[config.mk]
export PLATFORM = sky130hd
export DESIGN_NAME = tmc_top
export DESIGN_NICKNAME = d
export VERILOG_FILES = /design/src/hdl/tmc_pkg.sv /design/src/hdl/tmc_top.sv
export SDC_FILE = /design/constraint.sdc
export NUM_CORES = 1
export LEC_CHECK = 0
export BUFFER_PORTS_ARGS = -buffer_cell sky130_fd_sc_hd__clkbuf_2
export CAP_MARGIN = 20
export CORE_ASPECT_RATIO = 1.25
export CORE_UTILIZATION = 56
export CTS_BUF_LIST = sky130_fd_sc_hd__clkbuf_8
export CTS_CLUSTER_SIZE = 25
export DETAILED_ROUTE_END_ITERATION = 8
export PLACE_DENSITY = 0.95
export SLEW_MARGIN = 10
export SYNTH_ARGS = -nofsm -noshare
export SYNTH_HDL_FRONTEND = slang
export SYNTH_SLANG_ARGS = --single-unit
export TNS_END_PERCENT = 5
[constraint.sdc]
create_clock -name clk -period 2.6 [get_ports clk]
set_input_delay 0.26 -clock clk [delete_from_list [all_inputs] [get_ports clk]]
set_output_delay 0.26 -clock clk [all_outputs]
set_load 0.05 [all_outputs]
[src/hdl/tmc_pkg.sv]
// constants and state type for the transmit mapper control and id registers
package tmc_pkg;
  localparam int DATA_W = 8;
  localparam logic [7:0] ADDR_MAKER_ID_LOW = 8'h00;
  localparam logic [7:0] ADDR_PART_ID_LOW = 8'h01;
  localparam logic [7:0] ADDR_PART_ID_HIGH = 8'h02;
  localparam logic [7:0] ADDR_REVISION_LEVEL = 8'h03;
  localparam logic [7:0] ADDR_MASK_LEVEL_GROWTH = 8'h04;
  localparam logic [7:0] ADDR_TRANSMIT_CONTROL = 8'h10;
  // transmit_control bit positions
  localparam int BIT_TX_CLOCK_EDGE_INVERT = 7;
  localparam int BIT_FORCE_LINE_ALL_ONES = 6;
  localparam int BIT_RING_MODE = 5;
  localparam int BIT_EXT_OVERHEAD_BITS_EN = 4;
  localparam int BIT_PARITY_BYTE_TEST = 3;
  localparam int BIT_PIN_DRIVEN_REMOTE_DEFECT_EN = 2;
  localparam int BIT_OVERHEAD_DURING_UNEQUIPPED = 1;
  localparam logic [7:0] TRANSMIT_CONTROL_RESET = 8'h00;
  localparam logic [7:0] CTRL_WRITABLE_MASK = 8'hfe;
  localparam logic [7:0] LINE_ALL_ONES = 8'hff;
  localparam logic [3:0] REVISION_LOW_ZERO = 4'h0;

  typedef struct packed {
    logic [7:0] ctrl;
    logic [7:0] rdata;
    logic [2:0] clk_sync;
    logic [2:0] alarm_sync;
    logic [2:0] obit_sync;
    logic alarm_level;
    logic obit_level;
    logic [DATA_W-1:0] data_s1;
    logic [DATA_W-1:0] data_s2;
    logic [DATA_W-1:0] data_s3;
    logic clk_level;
    logic [DATA_W-1:0] line_out;
    logic line_ais;
    logic obit_out;
    logic [7:0] b3_out;
    logic [3:0] febe_out;
    logic rdi_out;
    logic zero_poh;
    logic zero_payload;
  } tmc_state_t;
endpackage : tmc_pkg

[src/hdl/tmc_top.sv]
// transmit control register, identification bytes and the transmit line actions they steer
// Behaviour
// - identifier ordered version, part number, maker, then a constant one bit.
// - maker and the low twelve part number bits offered as read-only bytes at addresses 0 to 2.
// - identification bytes ignore writes; address 3 holds revision, low nibble zero.
// - address 4 is read-only: mask level high nibble, growth low nibble.
// - line data sampled on rising clock edge, or falling when invert bit set.
// - forced line all-ones replaces line data regardless of alarms and enables.
// - automatic line all-ones on enabled signal loss, clock loss or frame loss.
// - ring mode lets the alarm port drive enabled far block errors and RDI.
// - external overhead bits taken from the serial input, else sent as zero.
// - parity test bit sends the software pattern byte instead of calculated B3.
// - otherwise each set pattern bit inverts the matching calculated B3 bit.
// - both RDI enables set and alarm pin high sends path RDI.
// - unequipped without overhead bit zeroes overhead and payload.
// - unequipped with overhead bit keeps overhead, zeroes payload.
`timescale 1ns/10ps
module tmc_top
  import tmc_pkg::*;
#(
  parameter logic [3:0] ID_VERSION = 4'h1, // arbitrary value
  parameter logic [15:0] ID_PART_NUMBER = 16'h5a3c, // arbitrary value
  parameter logic [10:0] ID_MAKER = 11'h2a5, // arbitrary value
  parameter logic [3:0] ID_MASK_LEVEL = 4'h1, // arbitrary value
  parameter logic [3:0] ID_GROWTH = 4'h0 // arbitrary value
) (
  input wire logic clk,
  input wire logic rst,
  input wire logic [7:0] cpu_addr,
  input wire logic [7:0] cpu_wdata,
  input wire logic cpu_wr,
  input wire logic cpu_rd,
  output logic [7:0] cpu_rdata,
  input wire logic tx_line_clock,
  input wire logic [DATA_W-1:0] tx_line_data,
  input wire logic ext_signal_loss_alarm,
  input wire logic ext_loss_ais_en,
  input wire logic tx_clock_loss_alarm,
  input wire logic clock_loss_ais_en,
  input wire logic frame_loss_alarm,
  input wire logic frame_loss_ais_en,
  input wire logic far_block_error_en,
  input wire logic remote_defect_en,
  input wire logic [3:0] int_febe_count,
  input wire logic int_rdi,
  input wire logic [3:0] alarm_port_febe,
  input wire logic alarm_port_rdi,
  input wire logic tx_alarm_input_pin,
  input wire logic ext_obit_in,
  input wire logic [7:0] calc_b3,
  input wire logic [7:0] b3_pattern,
  input wire logic tx_unequipped,
  output logic [DATA_W-1:0] line_data_out,
  output logic line_ais,
  output logic obit_out,
  output logic [7:0] b3_out,
  output logic [3:0] g1_febe_out,
  output logic g1_rdi_out,
  output logic zero_poh,
  output logic zero_payload
);

  localparam logic [31:0] SERIAL_ID = {ID_VERSION, ID_PART_NUMBER, ID_MAKER, 1'b1};

  tmc_state_t st;
  tmc_state_t next_st;

  function automatic logic [7:0] read_mux(input logic [7:0] addr, input logic [7:0] ctrl);
    logic [7:0] val;
    val = 8'h00;
    case (addr)
      ADDR_MAKER_ID_LOW: val = SERIAL_ID[7:0];
      ADDR_PART_ID_LOW: val = SERIAL_ID[15:8];
      ADDR_PART_ID_HIGH: val = SERIAL_ID[23:16];
      ADDR_REVISION_LEVEL: val = {ID_VERSION, REVISION_LOW_ZERO};
      ADDR_MASK_LEVEL_GROWTH: val = {ID_MASK_LEVEL, ID_GROWTH};
      ADDR_TRANSMIT_CONTROL: val = ctrl & CTRL_WRITABLE_MASK;
      default: val = 8'h00;
    endcase
    return val;
  endfunction : read_mux

  logic clk_edge;
  logic take_sample;
  logic auto_ais;
  logic any_ais;
  logic ring;
  logic unequipped_full;

  always_comb begin
    next_st = st;
    // only the control byte is writable, id bytes drop writes
    if (cpu_wr && cpu_addr == ADDR_TRANSMIT_CONTROL) begin
      next_st.ctrl = cpu_wdata & CTRL_WRITABLE_MASK;
    end
    if (cpu_rd) begin
      next_st.rdata = read_mux(cpu_addr, st.ctrl);
    end
    next_st.clk_sync = {st.clk_sync[1:0], tx_line_clock};
    next_st.alarm_sync = {st.alarm_sync[1:0], tx_alarm_input_pin};
    next_st.obit_sync = {st.obit_sync[1:0], ext_obit_in};
    // a pin level counts only once the last two stages agree, so a metastable first stage never leaks
    if (st.alarm_sync[1] == st.alarm_sync[2]) begin
      next_st.alarm_level = st.alarm_sync[2];
    end
    if (st.obit_sync[1] == st.obit_sync[2]) begin
      next_st.obit_level = st.obit_sync[2];
    end
    // data rides the same three stages so it stays aligned with the clock edge
    next_st.data_s1 = tx_line_data;
    next_st.data_s2 = st.data_s1;
    next_st.data_s3 = st.data_s2;
    clk_edge = (st.clk_sync[1] == st.clk_sync[2]) && (st.clk_sync[2] != st.clk_level);
    if (clk_edge) begin
      next_st.clk_level = st.clk_sync[2];
    end
    // rising edge is a new level of one
    take_sample = clk_edge && (st.clk_sync[2] != st.ctrl[BIT_TX_CLOCK_EDGE_INVERT]);
    auto_ais = (ext_signal_loss_alarm && ext_loss_ais_en)
             || (tx_clock_loss_alarm && clock_loss_ais_en)
             || (frame_loss_alarm && frame_loss_ais_en);
    any_ais = st.ctrl[BIT_FORCE_LINE_ALL_ONES] || auto_ais;
    next_st.line_ais = any_ais;
    if (any_ais) begin
      next_st.line_out = LINE_ALL_ONES;
    end else if (take_sample) begin
      next_st.line_out = st.data_s3;
    end
    next_st.obit_out = st.ctrl[BIT_EXT_OVERHEAD_BITS_EN] && st.obit_level;
    if (st.ctrl[BIT_PARITY_BYTE_TEST]) begin
      next_st.b3_out = b3_pattern;
    end else begin
      next_st.b3_out = calc_b3 ^ b3_pattern;
    end
    ring = st.ctrl[BIT_RING_MODE];
    next_st.febe_out = far_block_error_en ? (ring ? alarm_port_febe : int_febe_count) : 4'h0;
    next_st.rdi_out = remote_defect_en && ((ring ? alarm_port_rdi : int_rdi)
                    || (st.ctrl[BIT_PIN_DRIVEN_REMOTE_DEFECT_EN] && st.alarm_level));
    // supervisory mode is set by control bit 1: overhead kept, only the payload zeroed
    unequipped_full = tx_unequipped && !st.ctrl[BIT_OVERHEAD_DURING_UNEQUIPPED];
    next_st.zero_poh = unequipped_full;
    next_st.zero_payload = tx_unequipped;
  end

  always_ff @(posedge clk) begin
    if (rst) begin
      st <= '0;
      st.ctrl <= TRANSMIT_CONTROL_RESET;
    end else begin
      st <= next_st;
    end
  end

  assign cpu_rdata = st.rdata;
  assign line_data_out = st.line_out;
  assign line_ais = st.line_ais;
  assign obit_out = st.obit_out;
  assign b3_out = st.b3_out;
  assign g1_febe_out = st.febe_out;
  assign g1_rdi_out = st.rdi_out;
  assign zero_poh = st.zero_poh;
  assign zero_payload = st.zero_payload;
endmodule : tmc_top
==> results of run 1 <==
metal layers:
| layer | part of all wire, % | vias up | global-route usage, % |
|---|---|---|---|
| met4 | 2.1 | 0 | 11.4 |
| met2 | 48 | 84 | 29.4 |
| met5 | 0 | - | 0 |
| met1 | 43 | 928 | 20.3 |
| li1 | - | 1097 | - |
| met3 | 6.7 | 12 | 4.92 |
power breakdown:
part | switching [mW] | leakage (nW) | internal [mW]
Sequential | 0.0158 | 0.625 | 1.21
Clock | 0.389 | 0.0821 | 0.332
Combinational | 0.188 | 0.742 | 0.105
Total | 0.592 | 1.45 | 1.65
registers in the layout, summed over array words and instances (netlist names):
| register | cells |
|---|---|
| zero_poh | 1 |
| b3_out | 8 |
| g1_febe_out | 4 |
| cpu_rdata | 8 |
| obit_out | 1 |
| zero_payload | 1 |
| line_data_out | 8 |
| g1_rdi_out | 1 |
| ring | 1 |
| next_st | 22 |
| st | 20 |
| line_ais | 1 |
area by class of cell:
cell class	count	area, sq um	share of cell area, %
repair buffers	99	513	15.0
flip-flops and latches	76	1520	44.5
clock buffers	9	124	3.63
clock inverters	6	33.8	0.989
well taps	62	77.6	2.27
multi-input cells	173	1140	33.4
inverters	2	7.51	0.220
cell usage after synthesis:
library cell	instances
nand2_1	6
a221oi_1	1
clkbuf_1	14
and3_1	1
inv_1	2
nor2_1	19
buf_4	29
o22ai_1	1
o21ai_0	11
nand4b_1	1
dfxtp_1	76
a31oi_1	9
and4bb_2	2
nand2b_1	17
nor4_4	1
o32ai_1	1
and3b_2	1
a211oi_2	1
mux2i_1	11
nor4b_4	1
a41oi_1	2
nor3b_1	2
a21oi_1	4
buf_6	2
nor2b_1	46
a311oi_1	4
a22o_1	1
o2111ai_1	1
xnor2_1	9
nand3_1	14
buf_8	1
nor3_1	2
or4bb_1	2
nand4_1	2
through the flow:
stage / cell area (sq um) / hold slack, ps / worst slack, ps / util (%) / total power, mW
global route: 3420 / 119 / 1100 / 67.3 / 2.35
finish: 3420 / 135 / 1140 / 67.3 / 2.24
floorplan: 2980 / 388 / 1250 / - / 1.50
global placement: 3260 / 418 / 888 / 64.2 / 1.54
CTS: 3420 / 123 / 1150 / 67.3 / 2.27
detailed placement: 3260 / 420 / 844 / 64.2 / 1.55
final timing paths:
path | end | cells past startpoint | start | slack, ps
setup reg to reg | line_data_out[5]$_SDFFE_PP0P_ | 3 | st[76]$_SDFFE_PP0P_ | 1140
hold reg to reg | st[30]$_SDFF_PP0_ | 1 | next_st[30]$_SDFF_PP0_ | 440
hold / removal | next_st[40]$_SDFF_PP0_ | 2 | tx_line_data[6] | 140
setup / recovery | line_data_out[5]$_SDFFE_PP0P_ | 3 | st[76]$_SDFFE_PP0P_ | 1140
logic make-up after synthesis:
| group | after synthesis |
|---|---|
| and+or+nand+nor | 117 |
| DFF | 76 |
| buffers and inverters | 48 |
| AOI/OAI and AO/OA | 36 |
| muxes | 11 |
| xor gates and xnor gates | 9 |
==> run_results.csv, run 1 <==
group,metric,value,unit
detailed_routing,drc,0,
placement,numPlacedInstances,412,
detailed_routing,post_drt_wl_per_cell,11.1,um
power,power.density,656,mW/mm^2
placement,port_buffers,97,
die,die_h,83.5,um
synthesis,yosysWarnings,0,
synthesis,avgSynthCellArea,10.0,sq um
cts,clock_sinks,76,
min_path,worst_hold_path_type,"in -> reg",
layout,final_cell_mix,"97 x clkbuf_2, 76 x dfxtp_1, 46 x nor2b_1",
sta,tns,0,ps
setup_path,slowest_stage,"or4bb_1",
placement,gp_congestion,0.776,
die,num_io_pins,99,
setup_path,crit_type,"reg -> reg",
cts,cts-resized-gates,0,
detailed_routing,routed_wl,4.76,mm
grt,grt_pass1_vias,1940,
setup_path,required,2780,ps
setup_path,crit_family,"simple AND/OR/NAND/NOR gates",
sta,hold_viol_final,0,
setup_path,cp.arrival,1630,ps
synthesis,synthCells,297,
detailed_routing,dr.first_iter.drc_count,75,
grt,antenna_found_initial,0,
detailed_routing,vias,2121,
sta,rsz0062_at_grt,"false",
layout,finalNetCount,427,
synthesis,synth_xor_area_share,2.65,%
cts,clockBufferDepth,2,
synthesis,syn_area,0.00298,sq mm
synthesis,synth_area_leader_cell,"dfxtp_1",
die,row_count,29,
grt,globalRouteOverflowTotal,0,
sta,finClkSkew,9.04,ps
layout,area_growth_syn_to_layout,14.8,%
setup_path,cp_slowest_stage_delay,650,ps
synthesis,synth.area.top_cells,"dfxtp_1 51%, nor2b_1 9.7%, buf_4 7.3%",
sta,slew_headroom,56.9,%
cts,clk_pin_slew,70,ps
setup_path,cp_max_fo,8,
die,initial_core_util,58.6,%
sta,setup_viol,0,
run,cap_violations,0,
sta,maxSlewViolCount,0,
cts,holdBufCountCts,0,
setup_path,start_kind,"register",
grt,grt_max_degree,43,
synthesis,seq_area_frac_synth,51.1,%
detailed_routing,drt_pass1_iterations,4,
synthesis,yosysTopAreaCellShare,51.1,%
layout,mostFrequentLayoutCell,"clkbuf_2",
cts,cts_root_buf,"clkbuf_8",
cts,cts_tree,"yes",
sta,post-route-period-util,56.0,%
cts,cts-buffers-inserted,9,
synthesis,ys_ff_latch,76,
synthesis,synth_adder_area_share,0,%
die,fp.coreArea,0.00508,sq mm
sta,max_slew.worst_pin.slew,646,ps
synthesis,synthDistinctLibCells,34,
placement,hpwl,3.43,mm
cts,clk_latency,330,ps
die,die_w,67.2,um
sta,fin_crit,1460,ps
power,peakVddDrop,0.408,mV
synthesis,synth_compound_area_share,7.99,%
outcome,status,"complete, no violations",
detailed_routing,drtAntennaViolNets,0,
setup_path,crit_buf_inv,0,
layout,n_antenna_cell,0,
setup_path,end_kind,"register",
layout,final_layout_size_suffix_gt1_share,32.6,%
cts,post_cts_buffers,0,
cts,cts-htree-levels,3,
synthesis,synth_fp_nets,363,
synthesis,synth-simple-area-share,24.0,%
setup_path,crit_chain,"or4bb_1 -> nand3_1 -> a31oi_1",
layout,stdcell_count,427,
layout,nFillCells,398,
power,p_leak,1.45,nW
synthesis,synthMuxAreaShare,3.70,%
grt,track_usage,18.1,%
synthesis,synth_top_family_by_area,"simple AND/OR/NAND/NOR gates",
die,fp.dieArea,0.00561,sq mm
sta,clock.fmax,687,MHz
grt,grt_pass1_wl,7.79,mm
detailed_routing,avgViaCountPerCell,4.97,
Note: power is estimated with default switching activity, not from simulation.
==> inputs of run 2 (changes only) <==
CORE_UTILIZATION = 52   (was 56)
PLACE_DENSITY = 0.9   (was 0.95)
clock period = 1.5 ns   (was 2.6 ns; I/O delays follow)
==> run_results.csv, run 2 (same netlist as run 1, synthesis figures left out) <==
group,metric,value,unit
layout,utilization,65.3,%
detailed_routing,drt_pass1_iterations,4,
sta,setup_viol,0,
power,p_leak,1.54,nW
setup_path,cp.arrival,1590,ps
grt,grt_max_degree,32,
placement,pre_cts_slack,134,ps
layout,largest_reg_flops,22,
detailed_routing,drc,0,
detailed_routing,dr.first_iter.drc_count,77,
cts,clk_pin_slew,80,ps
sta,clock.fmax,727,MHz
cts,clk_latency,330,ps
cts,cts_root_buf,"clkbuf_8",
sta,slew_headroom,74.4,%
detailed_routing,post_drt_wl_per_cell,11.6,um
sta,fin_ws,125,ps
die,row_count,30,
sta,hold_viol_final,0,
setup_path,required,1720,ps
sta,finClkSkew,4.63,ps
outcome,status,"complete, no violations",
layout,nFillCells,450,
min_path,worst_hold_path_type,"in -> reg",
cts,cts_tree,"yes",
placement,gp_congestion,0.812,
detailed_routing,routed_wl,5.07,mm
placement,port_buffers,97,
grt,track_usage,17.6,%
cts,post_cts_buffers,0,
setup_path,end_kind,"register",
sta,post-route-period-util,91.7,%
grt,grt_pass1_wl,8.50,mm
die,fp.coreArea,0.00548,sq mm
sta,fin_crit,1380,ps
sta,maxSlewViolCount,0,
setup_path,crit_type,"reg -> reg",
layout,mostFrequentLayoutCell,"clkbuf_2",
die,initial_core_util,54.3,%
cts,clock_sinks,76,
setup_path,cp_slowest_stage_delay,640,ps
grt,grt_pass1_vias,2054,
placement,hpwl,3.77,mm
cts,holdBufCountCts,0,
layout,n_antenna_cell,0,
die,die_w,69.7,um
die,die_h,86.6,um
layout,area_growth_syn_to_layout,20.3,%
die,num_io_pins,99,
layout,finalNetCount,434,
setup_path,start_kind,"register",
cts,clockBufferDepth,2,
cts,cts-htree-levels,3,
die,fp.dieArea,0.00603,sq mm
cts,cts-buffers-inserted,9,
power,power.density,1240,mW/mm^2
sta,rsz0062_at_grt,"false",
setup_path,slowest_stage,"or4bb_1",
power,peakVddDrop,0.688,mV
layout,final_cell_mix,"97 x clkbuf_2, 76 x dfxtp_1, 46 x nor2b_1",
layout,final_layout_size_suffix_gt1_share,34.0,%
run,cap_violations,0,
cts,cts-resized-gates,0,
grt,antenna_found_initial,0,
setup_path,cp_max_fo,8,
sta,tns,0,ps
detailed_routing,avgViaCountPerCell,4.99,
setup_path,crit_chain,"or4bb_1 -> nand3_1 -> a31oi_1",
detailed_routing,drtAntennaViolNets,0,
grt,globalRouteOverflowTotal,0,
sta,max_slew.worst_pin.slew,383,ps
detailed_routing,vias,2180,
## run 2: critical path, delay by kind of cell (launching register included)
kind | cells | cell delay, ps
AND/OR/NAND/NOR | 2 | 790
flip-flops | 1 | 390
AO/OA/AOI/OAI | 1 | 80
## run 2: layout make-up
class | count | area, sq um | area share, %
Sequential cell | 76 | 1520 | 42.5
Inverter | 2 | 7.51 | 0.210
Clock buffer | 9 | 124 | 3.46
Tap cell | 64 | 80.1 | 2.24
Timing Repair Buffer | 106 | 591 | 16.5
Clock inverter | 7 | 116 | 3.25
Multi-Input combinational cell | 173 | 1140 | 31.8
## run 2: through the flow
step	cell area [sq um]	total power [mW]	std cells	hold WS (ps)
3_5_place_dp	3340	2.70	421	362
6_report	3580	4.45	437	21.0
4_1_cts	3580	4.50	437	10.1
5_1_grt	3580	4.64	437	13.1
2_1_floorplan	2980	2.59	297	278
3_3_place_gp	3340	2.69	421	362
## run 2: path summary, 6_finish.rpt
kind,startpoint,to,slack (ps),cells after the start
setup / recovery,st[60]$_SDFF_PP0_,line_data_out[2]$_SDFFE_PP0P_,120,3
hold / removal,tx_line_data[4],next_st[38]$_SDFF_PP0_,20,2
setup reg to reg,st[60]$_SDFF_PP0_,line_data_out[2]$_SDFFE_PP0P_,120,3
hold reg to reg,next_st[39]$_SDFF_PP0_,next_st[31]$_SDFF_PP0_,440,1
## run 2: power by group
part	total (mW)	switching (mW)	internal (mW)
Sequential	2.13	0.0296	2.10
Combinational	0.521	0.327	0.194
Clock	1.79	0.693	1.10
Total	4.45	1.05	3.40
## run 2: per-layer routing
layer / wire length [um] / up-vias / part of all wire (%) / GRT usage (%)
met5: 0 / - / 0 / 0
met4: 91 / 0 / 1.8 / 8.55
met3: 320 / 11 / 6.3 / 4.07
met2: 2610 / 82 / 52 / 32.7
met1: 2040 / 979 / 40 / 18.9
li1: - / 1108 / - / -
